### config.mk
export PLATFORM = sky130hd
export DESIGN_NAME = dutc_top
export DESIGN_NICKNAME = d
export VERILOG_FILES = /design/src/hw/dutc_pkg.sv /design/src/hw/dutc_settle.sv /design/src/hw/dutc_top.sv
export SDC_FILE = /design/constraint.sdc
export NUM_CORES = 1
export LEC_CHECK = 0
export BUFFER_PORTS_ARGS = -buffer_cell sky130_fd_sc_hd__buf_2
export CAP_MARGIN = 20
export CORE_AREA = 2 2 65 92
export CTS_BUF_LIST = sky130_fd_sc_hd__clkbuf_4 sky130_fd_sc_hd__clkbuf_8
export CTS_CLUSTER_DIAMETER = 200
export CTS_CLUSTER_SIZE = 12
export DETAILED_ROUTE_END_ITERATION = 8
export DIE_AREA = 0 0 67 94
export PLACE_DENSITY_LB_ADDON = 0.2
export SKIP_CTS_REPAIR_TIMING = 1
export SLEW_MARGIN = 0
export SYNTH_ARGS = -nofsm -noshare
export SYNTH_HDL_FRONTEND = slang
export SYNTH_SLANG_ARGS = --single-unit
### constraint.sdc
create_clock -name clk -period 3.22 [get_ports clk]
set_input_delay 0.644 -clock clk [delete_from_list [all_inputs] [get_ports clk]]
set_output_delay 0.644 -clock clk [all_outputs]
set_load 0.01 [all_outputs]
### src/hw/dutc_pkg.sv
// Purpose: Shared constants for the converter update trigger control block.
// Assumes: 100 MHz clock, Avalon-MM register slave with byte addresses.
// Notes: Offsets are aligned word byte addresses.
package dutc_pkg;
  localparam int CODE_W = 10;
  localparam int BYTE_W = 8;
  localparam int ADDR_W = 4;
  localparam int DATA_W = 32;
  localparam int NUM_TRIG = 8;
  localparam int SEL_W = 3;

  localparam logic [ADDR_W-1:0] OFS_CONTROL = 4'h0;
  localparam logic [ADDR_W-1:0] OFS_VALUE_LOW = 4'h4;
  localparam logic [ADDR_W-1:0] OFS_VALUE_HIGH = 4'h8;
  localparam logic [ADDR_W-1:0] OFS_STATUS = 4'hC;

  localparam int BIT_CONVERTER_EN = 0;
  localparam int BIT_PIN_OUTPUT_EN = 1;
  localparam int BIT_LEFT_ALIGN = 2;
  localparam int BIT_SEL_LSB = 4;
  localparam int BIT_SEL_MSB = 6;
  localparam int BIT_AUTO_TRIGGER_EN = 7;
  localparam logic [7:0] CONTROL_WMASK = 8'hF7;

  localparam logic [7:0] CONTROL_RESET = 8'h00;
  localparam logic [7:0] VALUE_RESET = 8'h00;

  localparam int BIT_STAT_BUSY = 0;
  localparam int BIT_STAT_ARMED = 1;

  localparam int CLK_PERIOD_NS = 10;
  localparam int SETTLE_NS = 1000;
  localparam int SETTLE_CYCLES = (SETTLE_NS + CLK_PERIOD_NS - 1) / CLK_PERIOD_NS;
endpackage : dutc_pkg

### src/hw/dutc_settle.sv
// Purpose: Counts the output settling window after each accepted update.
// Assumes: start is a one-cycle pulse; enable is the converter enable bit.
// Notes: Busy drops at the next clock edge after the converter is disabled.
`timescale 1ns/100ps
module dutc_settle
  import dutc_pkg::*;
#(
  parameter int CYCLES = SETTLE_CYCLES
) (
  // Clock and reset
  input wire logic clk,
  input wire logic rst,
  // Control
  input wire logic start,
  input wire logic enable,
  // Status
  output logic busy
);
  localparam int CW = $clog2(CYCLES + 1);
  localparam logic [CW-1:0] LOAD = CW'(CYCLES);

  logic [CW-1:0] cnt;
  logic [CW-1:0] next_cnt;

  always_comb begin
    next_cnt = cnt;
    if (!enable) begin
      next_cnt = '0;
    end else if (start) begin
      next_cnt = LOAD;
    end else if (cnt != '0) begin
      next_cnt = cnt - CW'(1);
    end
  end

  always_ff @(posedge clk) begin
    if (rst) begin
      cnt <= '0;
    end else begin
      cnt <= next_cnt;
    end
  end

  assign busy = (cnt != '0);
endmodule : dutc_settle

### src/hw/dutc_top.sv
// Purpose: Control for a 10-bit converter: registers, shadow code, triggers.
// Assumes: Single clock, synchronous inputs, Avalon-MM with waitrequest.
// Notes: Every access waits exactly one cycle before it completes.
// Summary of operation
// - Enable bit starts converting the held code
// - Auto mode: trigger edge updates; else high write
// - Three-bit select picks one of eight events
// - Select field ignored unless auto mode set
// - Flag rising edge triggers, interrupt masking irrelevant
// - Edges during conversion ignored; level never retriggers
// - Align bit chooses left or right data placement
// - Align change applies at next update (high write or auto trigger)
// - Pin enable routes result to analog pin while enable bit set
// - Low byte write alone never changes output
// - Left aligned: one high write updates value
// - Converter code is ten bits wide
// - Hidden shadow loads only on update events
// - Auto trigger waits for low then high write
`timescale 1ns/100ps
module dutc_top
  import dutc_pkg::*;
#(
  parameter int SETTLE = SETTLE_CYCLES
) (
  // Clock and reset
  input wire logic clk,
  input wire logic rst,
  // Avalon-MM slave
  input wire logic [ADDR_W-1:0] address,
  input wire logic read,
  input wire logic write,
  input wire logic [DATA_W-1:0] writedata,
  input wire logic [3:0] byteenable,
  output logic [DATA_W-1:0] readdata,
  output logic waitrequest,
  // Event flags, levels
  input wire logic [NUM_TRIG-1:0] trig_flags,
  // Converter side
  output logic [CODE_W-1:0] dac_code,
  output logic dac_enable,
  output logic analog_out_pin_en,
  output logic conv_busy,
  output logic update_pulse
);

  // Returns the converter code held by a register pair for one alignment.
  function automatic logic [CODE_W-1:0] pair_code(
    input logic [7:0] hi,
    input logic [7:0] lo,
    input logic la
  );
    if (la) begin
      pair_code = {hi, lo[7:6]};
    end else begin
      pair_code = {hi[1:0], lo};
    end
  endfunction : pair_code

  logic [7:0] converter_control;
  logic [7:0] value_high;
  logic [7:0] value_low;
  logic [CODE_W-1:0] shadow;
  logic armed;
  logic [NUM_TRIG-1:0] flag_prev;
  logic ack;
  logic upd_q;
  logic [DATA_W-1:0] rdata;

  logic [7:0] next_converter_control;
  logic [7:0] next_value_high;
  logic [7:0] next_value_low;
  logic [CODE_W-1:0] next_shadow;
  logic next_armed;
  logic next_ack;
  logic [DATA_W-1:0] next_rdata;

  logic req;
  logic acc_wr;
  logic ctrl_wr;
  logic hi_wr;
  logic lo_wr;
  logic auto_trigger_en;
  logic left_align;
  logic converter_en;
  logic pin_output_en;
  logic [SEL_W-1:0] trigger_select;
  logic trig_edge;
  logic manual_upd;
  logic trig_upd;
  logic load;

  assign converter_en = converter_control[BIT_CONVERTER_EN];
  assign pin_output_en = converter_control[BIT_PIN_OUTPUT_EN];
  assign left_align = converter_control[BIT_LEFT_ALIGN];
  assign auto_trigger_en = converter_control[BIT_AUTO_TRIGGER_EN];
  assign trigger_select = converter_control[BIT_SEL_MSB:BIT_SEL_LSB];

  // A request is held one cycle so read data can come from a flip-flop.
  assign req = read | write;
  assign waitrequest = req & ~ack;
  assign acc_wr = write & ack & byteenable[0];
  assign ctrl_wr = acc_wr & (address == OFS_CONTROL);
  assign hi_wr = acc_wr & (address == OFS_VALUE_HIGH);
  assign lo_wr = acc_wr & (address == OFS_VALUE_LOW);

  // Flags are compared with their own past so a level held high is not an
  // event; the selected index is only looked at in auto mode.
  assign trig_edge = auto_trigger_en
                   & trig_flags[trigger_select]
                   & ~flag_prev[trigger_select];

  assign manual_upd = hi_wr & ~auto_trigger_en;
  assign trig_upd = trig_edge & armed & ~conv_busy;
  assign load = manual_upd | trig_upd;

  always_comb begin
    next_ack = req & ~ack;
    next_rdata = '0;
    if (req & ~ack & read) begin
      unique case (address)
        OFS_CONTROL: next_rdata[7:0] = converter_control;
        OFS_VALUE_LOW: next_rdata[7:0] = value_low;
        OFS_VALUE_HIGH: next_rdata[7:0] = value_high;
        OFS_STATUS: begin
          next_rdata[BIT_STAT_BUSY] = conv_busy;
          next_rdata[BIT_STAT_ARMED] = armed;
        end
        default: next_rdata = '0;
      endcase
    end else if (ack) begin
      next_rdata = rdata;
    end
  end

  always_comb begin
    next_converter_control = converter_control;
    next_value_high = value_high;
    next_value_low = value_low;
    if (ctrl_wr) begin
      next_converter_control = writedata[7:0] & CONTROL_WMASK;
    end
    if (hi_wr) begin
      next_value_high = writedata[7:0];
    end
    if (lo_wr) begin
      next_value_low = writedata[7:0];
    end
  end

  // The shadow is the only thing the converter sees; it is not mapped.
  always_comb begin
    next_shadow = shadow;
    next_armed = armed;
    if (lo_wr) begin
      next_armed = 1'b0;
    end else if (hi_wr) begin
      next_armed = 1'b1;
    end
    if (manual_upd) begin
      // Alignment is taken as it stands at this write.
      next_shadow = pair_code(writedata[7:0], value_low, left_align);
    end else if (trig_upd) begin
      next_shadow = pair_code(value_high, value_low, left_align);
    end
  end

  always_ff @(posedge clk) begin
    if (rst) begin
      converter_control <= CONTROL_RESET;
      value_high <= VALUE_RESET;
      value_low <= VALUE_RESET;
      shadow <= '0;
      armed <= 1'b0;
      flag_prev <= '0;
      ack <= 1'b0;
      upd_q <= 1'b0;
      rdata <= '0;
    end else begin
      converter_control <= next_converter_control;
      value_high <= next_value_high;
      value_low <= next_value_low;
      shadow <= next_shadow;
      armed <= next_armed;
      flag_prev <= trig_flags;
      ack <= next_ack;
      upd_q <= load;
      rdata <= next_rdata;
    end
  end

  dutc_settle #(
    .CYCLES(SETTLE)
  ) u_settle (
    .clk(clk),
    .rst(rst),
    .start(load),
    .enable(converter_en),
    .busy(conv_busy)
  );

  assign readdata = rdata;
  assign dac_code = shadow;
  assign dac_enable = converter_en;
  assign analog_out_pin_en = converter_en & pin_output_en;
  assign update_pulse = upd_q;

  // Checks below hold the cycle behaviour described above.
  logic [7:0] wd_q;
  always_ff @(posedge clk) begin
    wd_q <= writedata[7:0];
  end
endmodule : dutc_top

# Word-level counts from Yosys, hierarchy flattened
# Index checks and enable logic that the tools add are counted.
dict set report op_classes {
  add_sub_neg 1
  magnitude_cmp 1
  n_eq_ne 4
  n_mux 14
  bitwise_logic 20
  n_reduce_logical 7
}
# op n
set ops {}
lappend ops {{$mux 10} 4}
lappend ops {{$pmux 6 s3} 1}
lappend ops {{$mux 8} 2}
lappend ops {{$mux 7} 2}
lappend ops {{$and 1x1->1} 13}
lappend ops {{$eq 4x4->1 const B} 2}
lappend ops {{$pmux 2 s4} 1}
lappend ops {{$reduce_bool 7->1} 1}
lappend ops {{$sub 7x1->7 const B} 1}
lappend ops {{$bmux 1 s3} 2}
lappend ops {{$not 1->1} 5}
lappend ops {{$eq 4x3->1 const B} 1}
lappend ops {{$logic_not 4->1} 1}
lappend ops {{$lt 3x4->1 const B} 1}
lappend ops {{$reduce_bool 2->1} 2}
lappend ops {{$reduce_or 2->1} 2}
lappend ops {{$reduce_or 3->1} 1}
lappend ops {{$mux 1} 2}
lappend ops {{$ne 2x1->1 const B} 1}
lappend ops {{$or 1x1->1} 2}
dict set report word_totals {
  register_bits 59
  in_bits 52
  output_inout_bits 47
  wordCells 58
}

# Depth between registers and ports, before layout
# Gate-level depths: netlist of run 1.
dict set report logic_depth {
  ltp_word 8
  mapped_depth 9
}

# Cells and area by module
# A second synthesis of run 1 with hierarchy kept.
dict set report hier_totals {
  cells_unflattened 317
  hier_area_um2 2895.3
}
# module instances cells_per_inst area_per_inst_um2
set by_module_without_submodules {}
lappend by_module_without_submodules {dutc_top 1 277 2528.7}
lappend by_module_without_submodules {dutc_settle 1 40 366.6}

# Worst setup path after synthesis of run 1
# No wires, ideal clock.
dict set report synth_path {
  path_type {input -> register}
  from {input port address[2]}
  to {register shadow[0] (netlist: dac_code[0])}
  arrival_ns 1.854
  required_time_ns 3.099
  setup_slack_ns 1.245
  cell_stages 6
  path_buffers 2
  cell_sequence {clkbuf_1 nor2b_1 nand3_4 o31a_1 buf_6 mux2_4}
}
dict set report synth_via {
  elab_chain_cells 4
  word_cells_on_any_way 5
  cone_classes {eq/ne (1); mux (1); bitwise (2); reduce/logical (1)}
}
# element line_no
set synth_lines {}
lappend synth_lines {{start, declared} dutc_top.sv:29} ;# input wire logic [ADDR_W-1:0] address,
lappend synth_lines {{$eq 4x4->1 *} dutc_top.sv:103} ;# assign hi_wr = acc_wr & (address == OFS_VALUE_HIGH);
lappend synth_lines {{$and 1x1->1 *} dutc_top.sv:103}
lappend synth_lines {{$and 1x1->1 *} dutc_top.sv:112} ;# assign manual_upd = hi_wr & ~auto_trigger_en;
lappend synth_lines {{$mux 10 / $reduce_bool 2->1 (equally long branches)} --}
lappend synth_lines {{end signal, assigned} dutc_top.sv:182} ;# shadow <= next_shadow;
lappend synth_lines {{end, declared} dutc_top.sv:62} ;# logic [CODE_W-1:0] shadow;
# Every way passes the cells marked *; elsewhere a longest branch is shown, timed or not.
# A chain may end at the register's enable or synchronous reset.

# Worst setup path after layout of run 1
dict set report layout_path {
  from {register u_settle.cnt[0]}
  to {output port conv_busy}
}
dict set report layout_via {
  elab_chain_cells 1
}
# element line_no
set layout_lines {}
lappend layout_lines {{start, declared} dutc_settle.sv:22} ;# logic [CW-1:0] cnt;
lappend layout_lines {{start signal, assigned} dutc_settle.sv:40} ;# cnt <= next_cnt;
lappend layout_lines {{$reduce_bool 7->1} dutc_settle.sv:44} ;# assign busy = (cnt != '0);
lappend layout_lines {{end, declared} dutc_top.sv:42} ;# output logic conv_busy,
# Every way passes these cells.

==> results of run 1 <==
[where the power goes]
group	total (W)	switching (W)	internal [W]
Combinational	0.0000821	0.0000530	0.0000290
Clock	0.000620	0.000276	0.000345
Sequential	0.000742	0.00000519	0.000737
Total	0.00144	0.000334	0.00111
[area by class of cell]
class,count,share of cell area (%)
tap,68,2.64
multi-input combinational,228,46.5
clock inverter,2,0.310
sequential,59,36.6
timing repair buffer,50,7.99
clock buffer,14,5.39
inverter,5,0.582
[tightest hold or removal path, cell delays in order (launching register included)]
cell     delay [ns]
dfxtp_1        0.31
nand2_1        0.05
a21oi_1        0.05
[registers in the layout (all words and copies together), names as in the netlist]
signal / count
dac_code: 10
value_low: 8
value_high: 8
flag_prev: 8
armed: 1
ack: 1
update_pulse: 1
converter_control: 7
u_settle.cnt: 7
readdata: 8
[per-stage QoR]
step	cells	worst slack (ns)	power (W)
5_1_grt	426	0.691	0.00150
6_report	426	0.861	0.00144
3_3_place_gp	410	0.688	0.000839
3_5_place_dp	410	0.666	0.000840
2_1_floorplan	336	1.24	0.000833
4_1_cts	426	0.826	0.00146
[cells by family after synthesis]
group	after synthesis	share of synthesized area (%)
buffers and inverters	49	11.0
AO/OA/AOI/OAI	40	9.01
multiplexers	42	16.5
adder cells (fa/ha/maj)	1	0.429
other	1	0.129
XOR/XNOR	3	0.901
flip-flops	59	40.5
AND/OR/NAND/NOR	118	21.5
[cells in the mapped netlist (all sizes together) (2+ instances only)]
library cell and instances:
a211o 6, a21oi 15, a22oi 6, and4b 2
and4bb 2, buf 33, clkbuf 11, dfxtp 59
inv 5, mux2 2, mux2i 36, mux4 4
nand2 23, nand2b 13, nand3 11, nand3b 4
nor2 37, nor2b 12, nor3 5, nor3b 2
nor4 2, o21ai 6, xnor2 2
[final timing paths]
path | startpoint | to | depth (start not counted)
worst max-delay path | u_settle.cnt[0] | conv_busy | 5
worst min register to register | readdata[1] | readdata[1] | 2
worst max register to register | converter_control[4] | dac_code[1] | 5
worst min-delay path | readdata[1] | readdata[1] | 2
[per-layer routing]
metal | share of wire [%] | global-route usage, %
met5 | 0 | 0
met2 | 52 | 35.2
met4 | 2.5 | 9.69
met1 | 42 | 26.6
met3 | 3.2 | 5.88
==> results.cfg, run 1 <==
[timing]
skew_ns = 0.00673
fin_crit_sh_pct = 73.2
setup_viol = 0
whs_ns = 0.457
worst_slew_pin_slew_ns = 0.871
slew_headroom_pct = 41.9
finalHoldViolations = 0
fmax_mhz = 424
finalSetupTns_ns = 0
period_minus_slack_ns = 2.36
rsz0062_at_grt = false
maxSlewViolCount = 0

[die]
start_util_pct = 53.6
fp-row-count = 32
die_area_um2 = 6300
die_width_um = 67
core_area_um2 = 5450
ioPinCount = 99
die_y_um = 94

[placed_design]
dpl.hpwl_um = 4330
portBuffers = 47
placed_area_um2 = 3040
gp_congestion = 0.840

[cts]
clk_pin_slew_worst_paths_ns = 0.06
cts_tree = done
clockRootBuffer = clkbuf_8
htreeDepth = 3
clkSinkCount = 59
cts_buffer_depth = 2
clock_latency_ns = 0.34
cts_made_buffers = 9

[detailed_routing]
first_pass_iters = 4
vias_per_cell = 5.25
drc = 0
ant_nets = 0
vias = 2235
post_drt_wl_per_cell_um = 14.4
dr.first_iter.drc_count = 78
totalWireLength_um = 6150

[synthesis]
async_flop_share_pct = 0
yosysWarnings = 0
synthFlopType = dfxtp_1
synth-seq-cells = 59
synth_area_leader_cell = dfxtp_1
syn_area_um2 = 2920
synthDominantCellAreaShare_pct = 40.5
synthTopCellsByArea = dfxtp_1 (40%), mux2i_1 (12%), buf_4 (6.4%), nor2_1 (4.8%), mux4_2 (3.1%)
avgSynthCellArea_um2 = 9.32
yosysSeqAreaShare_pct = 40.5
synth-edff-count = 0
netlist_instances = 313
ys_types = 46

[setup_path]
cpLargestDelayFamily = simple AND/OR/NAND/NOR gates
path_cells = inv_1 -> ha_1 -> and4bb_1 -> inv_1 -> buf_2
worst_path_most_repeated_cell = inv_1
critPathLaunchType = flip-flop
crit_fanout = 8
critPathMaxStageDelay_ns = 0.42
r2r_setup_slack_ns = 0.96
critical_path.n_buffers_inverters = 3
arrival_ns = 1.71
criticalPathCategory = flip-flop to output pin
end_kind = output pin
cp.required_ns = 2.58
cpMaxStageDelayCell = and4bb_1

[finish]
syn2layout_area_growth_pct = 10.6
finish.net_count = 406
drive_gt1_share_pct = 21.5
fin_area_um2 = 3230
register_area_um2 = 1180
post-route-util_pct = 59.3
final_common_cell = dfxtp_1
diodes = 0
most-common-layout-cells = dfxtp_1 (59), buf_2 (47), nor2_1 (37)
nFillCells = 531
multi_input_area_um2 = 1500

[global_route]
grt-ovfl-total = 0
track_usage_pct = 21.8
antenna_found_initial = 0
grt_pass1_vias = 2111
grt_max_degree = 53
grt_pass1_wl_um = 10100

[pwr]
max-vdd-ir-drop_mv = 0.281
p_leak_nw = 1.51
p_per_area_nw_per_um2 = 448

[outcome]
outcome = complete, no violations

[min_path]
min_path_type = flip-flop to flip-flop

[flow_run]
drv_cap = 0
No activity file was read; power rests on OpenSTA's default activity.
==> inputs of run 2 (changes only) <==
--- a/config.mk
+++ b/config.mk
@@ -7,12 +7,12 @@
 export LEC_CHECK = 0
 export BUFFER_PORTS_ARGS = -buffer_cell sky130_fd_sc_hd__buf_2
 export CAP_MARGIN = 20
-export CORE_AREA = 2 2 65 92
+export CORE_AREA = 2 2 67 94
 export CTS_BUF_LIST = sky130_fd_sc_hd__clkbuf_4 sky130_fd_sc_hd__clkbuf_8
 export CTS_CLUSTER_DIAMETER = 200
 export CTS_CLUSTER_SIZE = 12
 export DETAILED_ROUTE_END_ITERATION = 8
-export DIE_AREA = 0 0 67 94
+export DIE_AREA = 0 0 69 96
 export PLACE_DENSITY_LB_ADDON = 0.2
 export SKIP_CTS_REPAIR_TIMING = 1
 export SLEW_MARGIN = 0
==> constraint.sdc (replaced) <==
create_clock -name clk -period 2.2 [get_ports clk]
set_input_delay 0.44 -clock clk [delete_from_list [all_inputs] [get_ports clk]]
set_output_delay 0.44 -clock clk [all_outputs]
set_load 0.01 [all_outputs]
==> run 2 against run 1 <==
  * Wire length is 3.9% higher
  * Final cell count is 2.3% higher
  * Worst hold slack worse by 0.14 ns
  * Sequential power is 46% higher
  * Clock skew is 0.0023 ns lower
  * Utilization is 1.4 points lower
  * Critical endpoint unchanged
  * Largest cell class unchanged
  * Largest power group is now the clock network
==> results.cfg, run 2 (synthesis results as in run 1) <==
[outcome]
outcome = complete, no violations

[pwr]
max-vdd-ir-drop_mv = 0.427
p_per_area_nw_per_um2 = 689
p_leak_nw = 1.57

[placed_design]
gp_congestion = 0.823
portBuffers = 47
place_worst_setup_slack_ns = 0.202
dpl.hpwl_um = 4640
placed_cells = 420

[detailed_routing]
first_pass_iters = 4
drt-met1-wl_um = 2580
vias_per_cell = 5.16
drc = 0
met3_length_um = 204
post_drt_wl_per_cell_um = 14.7
dr.first_iter.drc_count = 123
vias = 2249
highest_layer = met4
wl_met2_um = 3420
ant_nets = 0
totalWireLength_um = 6390

[setup_path]
criticalPathCategory = flip-flop to output pin
arrival_ns = 1.62
critical_path.n_buffers_inverters = 3
cp.required_ns = 1.76
critPathLaunchType = flip-flop
crit_fanout = 8
cpLargestDelayFamily = simple AND/OR/NAND/NOR gates
end_kind = output pin
cpMaxStageDelayCell = and4bb_2
path_cells = inv_1 -> ha_1 -> and4bb_2 -> inv_1 -> buf_2
worst_path_most_repeated_cell = inv_1
critPathMaxStageDelay_ns = 0.37

[timing]
maxSlewViolCount = 0
skew_ns = 0.00439
slew_headroom_pct = 61.8
fmax_mhz = 484
rsz0062_at_grt = false
period_minus_slack_ns = 2.06
worst_slew_pin_slew_ns = 0.572
finalSetupTns_ns = 0
fin_crit_sh_pct = 93.9
setup_viol = 0
fin_ws_ns = 0.135
finalHoldViolations = 0
whs_ns = 0.317

[finish]
finish.net_count = 414
largest_register_ffs = 10
fin_cells = 436
diodes = 0
final_common_cell = dfxtp_1
post-route-util_pct = 57.9
drive_gt1_share_pct = 23.5
most-common-layout-cells = dfxtp_1 (59), buf_2 (47), nor2_1 (37)
syn2layout_area_growth_pct = 14.8

[die]
start_util_pct = 50.5
die_area_um2 = 6620
fp-row-count = 33
die_y_um = 96
ioPinCount = 99
die_width_um = 69
core_area_um2 = 5780

[cts]
clk_pin_slew_worst_paths_ns = 0.07
clock_latency_ns = 0.34
cts_buffer_depth = 2
cts_tree = done
htreeDepth = 3
clkSinkCount = 59
cts_made_buffers = 9
clockRootBuffer = clkbuf_8

[global_route]
grt-ovfl-total = 0
grt_max_degree = 42
antenna_found_initial = 0
grt_pass1_wl_um = 10600
grt_pass1_vias = 2263
track_usage_pct = 20.6

[flow_run]
drv_cap = 0

[min_path]
min_path_type = input port to flip-flop
[run 2: cell types whose count changed in the layout (fill, tap and decap cells not counted), sizes merged]
cell / delta
clkbuf: -3
clkinvlp: +1
bufinv: +2
buf: +8
[run 2: metrics by stage]
step           total power, W  cell area (um2)
3_3_place_gp          0.00124             3130
4_1_cts               0.00232             3350
6_report              0.00231             3350
5_1_grt               0.00238             3350
3_5_place_dp          0.00124             3130
2_1_floorplan         0.00122             3000
[run 2: path summary, 6_finish.rpt]
| check | slack (ns) | endpoint | depth (start not counted) | from |
|---|---|---|---|---|
| max | 0.14 | conv_busy | 5 | u_settle.cnt[0] |
| min | 0.32 | flag_prev[4] | 2 | trig_flags[4] |
| max reg2reg | 0.25 | dac_code[1] | 7 | u_settle.cnt[0] |
| min reg2reg | 0.46 | readdata[1] | 2 | readdata[1] |
[run 2: cell type report]
class                   count  area, um2
repair buffers             58        343
multi-input cells         228       1500
inverters                   5       18.8
flip-flops and latches     59       1180
clock buffers              11        139
fillers                   540       2430
clock inverters             5       77.6
well taps                  70       87.6
[run 2: per-layer routing]
| layer | GRT usage, % | up-vias |
|---|---|---|
| met5 | 0 | - |
| met4 | 12.3 | 0 |
| met3 | 4.08 | 12 |
| met2 | 37.8 | 50 |
| met1 | 22.0 | 1065 |
| li1 | - | 1122 |
[run 2: worst register-to-register path, stage by stage (launching register included)]
cell	delay, ns
dfxtp_1	0.32
inv_1	0.10
ha_1	0.24
and4bb_2	0.37
nand3_2	0.09
o31a_1	0.27
buf_12	0.17
mux2_4	0.30
[run 2: power breakdown]
part / leakage, nW / switching [W] / internal, W
clock network: 0.110 / 0.000428 / 0.000659
logic: 0.982 / 0.0000854 / 0.0000514
registers: 0.478 / 0.00000375 / 0.00108
==> inputs of run 3 (changes only) <==
--- a/config.mk
+++ b/config.mk
@@ -13,6 +13,7 @@
 export CTS_CLUSTER_SIZE = 12
 export DETAILED_ROUTE_END_ITERATION = 8
 export DIE_AREA = 0 0 69 96
+export GPL_TIMING_DRIVEN = 0
 export PLACE_DENSITY_LB_ADDON = 0.2
 export SKIP_CTS_REPAIR_TIMING = 1
 export SLEW_MARGIN = 0
==> constraint.sdc (replaced) <==
create_clock -name clk -period 2.2 [get_ports clk]
set_input_delay 0.55 -clock clk [delete_from_list [all_inputs] [get_ports clk]]
set_output_delay 0.55 -clock clk [all_outputs]
set_load 0.01 [all_outputs]
==> run 3 against run 2 <==
  * Register-to-register slack improved by 0.07 ns
  * First-iteration DRC count rose by 4.9%
  * Clock-buffer cell count rose by 3
  * Combinational power rose by 22%
  * Non-clock buffer count rose by 32
  * Die area did not move
  * Via count rose by 7.1%
  * Sequential share of layout area fell by 1.6 points
  * Largest cell class unchanged
  * Final area rose by 4.8%
  * Worst hold slack improved by 0.12 ns
==> results.cfg, run 3 (synthesis results as in run 1) <==
[placed_design]
dpl.hpwl_um = 4950
portBuffers = 46
gp_congestion = 0.931

[flow_run]
drv_cap = 0

[detailed_routing]
vias_per_cell = 5.15
drc = 0
totalWireLength_um = 6820
ant_nets = 0
first_pass_iters = 4
vias = 2409
post_drt_wl_per_cell_um = 14.6
dr.first_iter.drc_count = 129

[setup_path]
criticalPathCategory = flip-flop to output pin
cpLargestDelayFamily = simple AND/OR/NAND/NOR gates
reg2reg_to = dac_code[0]
reg2regPathDepth = 7
critical_path.n_buffers_inverters = 3
cp.depth = 5
r2r_setup_slack_ns = 0.32
critPathMaxStageDelay_ns = 0.35
endpoint = conv_busy
cp.required_ns = 1.65
crit_fanout = 8
path_cells = nor3_2 -> and4bb_1 -> buf_6 -> inv_1 -> buf_2
arrival_ns = 1.56
critPathLaunchType = flip-flop
worstSetupStartpoint = u_settle.cnt[2]
end_kind = output pin
r2r-start = u_settle.cnt[2]
cpMaxStageDelayCell = dfxtp_1

[finish]
syn2layout_area_growth_pct = 20.2
finish.net_count = 446
post-route-util_pct = 60.7
final_common_cell = dfxtp_1
diodes = 0
most-common-layout-cells = dfxtp_1 (59), buf_2 (50), nor2_1 (37)
largest_register_ffs = 10
drive_gt1_share_pct = 26.9

[cts]
clock_latency_ns = 0.34
cts_tree = done
clkSinkCount = 59
htreeDepth = 3
cts_made_buffers = 9
clk_pin_slew_worst_paths_ns = 0.06
cts_buffer_depth = 2
clockRootBuffer = clkbuf_8

[min_path]
hold_start = trig_flags[3]
min_path_type = input port to flip-flop

[die]
die_y_um = 96
fp-row-count = 33
core_area_um2 = 5780
die_width_um = 69
die_area_um2 = 6620
ioPinCount = 99
start_util_pct = 50.5

[global_route]
grt-ovfl-total = 0
antenna_found_initial = 0
track_usage_pct = 20.9
grt_pass1_vias = 2272
grt_max_degree = 11
grt_pass1_wl_um = 10600

[timing]
finalHoldViolations = 0
finalSetupTns_ns = 0
skew_ns = 0.00887
slew_headroom_pct = 60.9
worst_slew_pin_slew_ns = 0.585
period_minus_slack_ns = 2.11
whs_ns = 0.440
fmax_mhz = 473
fin_crit_sh_pct = 96.0
setup_viol = 0
maxSlewViolCount = 0

[pwr]
max-vdd-ir-drop_mv = 0.375
fin_total_pwr_w = 0.00216
p_per_area_nw_per_um2 = 616
p_leak_nw = 1.69

[outcome]
outcome = complete, no violations
-- run 3: worst min-delay path by stage --
| stage | end | slack (ns) | depth (start not counted) |
|---|---|---|---|
| after floorplan | u_settle.cnt[6] | 0.43 | 2 |
| after global placement | u_settle.cnt[6] | 0.44 | 2 |
| after detailed placement | readdata[1] | 0.46 | 2 |
| after CTS | flag_prev[6] | 0.44 | 2 |
| after global routing | flag_prev[3] | 0.43 | 2 |
| final | flag_prev[3] | 0.44 | 2 |
-- run 3: routing by layer --
layer	global-route usage [%]	part of all wire (%)	up-vias
met3	6.18	5.4	15
met4	7.68	2.2	0
li1	-	-	1191
met2	39.9	54	86
met1	21.5	39	1117
met5	0	0	-
-- run 3: power breakdown --
part / leakage, nW / total, W / internal (W) / switching [W]
sequential: 0.478 / 0.00108 / 0.00108 / 0.00000433
clock: 0.101 / 0.000911 / 0.000505 / 0.000406
combinational: 1.11 / 0.000167 / 0.0000743 / 0.0000923
-- run 3: per-stage QoR --
stage	instances	instance area (um2)	setup WS, ns
finish	468	3510	0.0872
global route	468	3510	-0.00109
CTS	468	3500	0.0575
detailed placement	452	3320	-0.0873
global placement	452	3320	-0.0920
floorplan	336	3000	0.319
-- run 3: area by class of cell --
type                       count  area [um2]
clock inverter                 2        10.0
tap                           70        87.6
timing repair buffer          46         230
buffer                        44         303
sequential                    59        1180
clock buffer                  14         174
inverter                       5        18.8
multi-input combinational    228        1500
fill                         527        2270
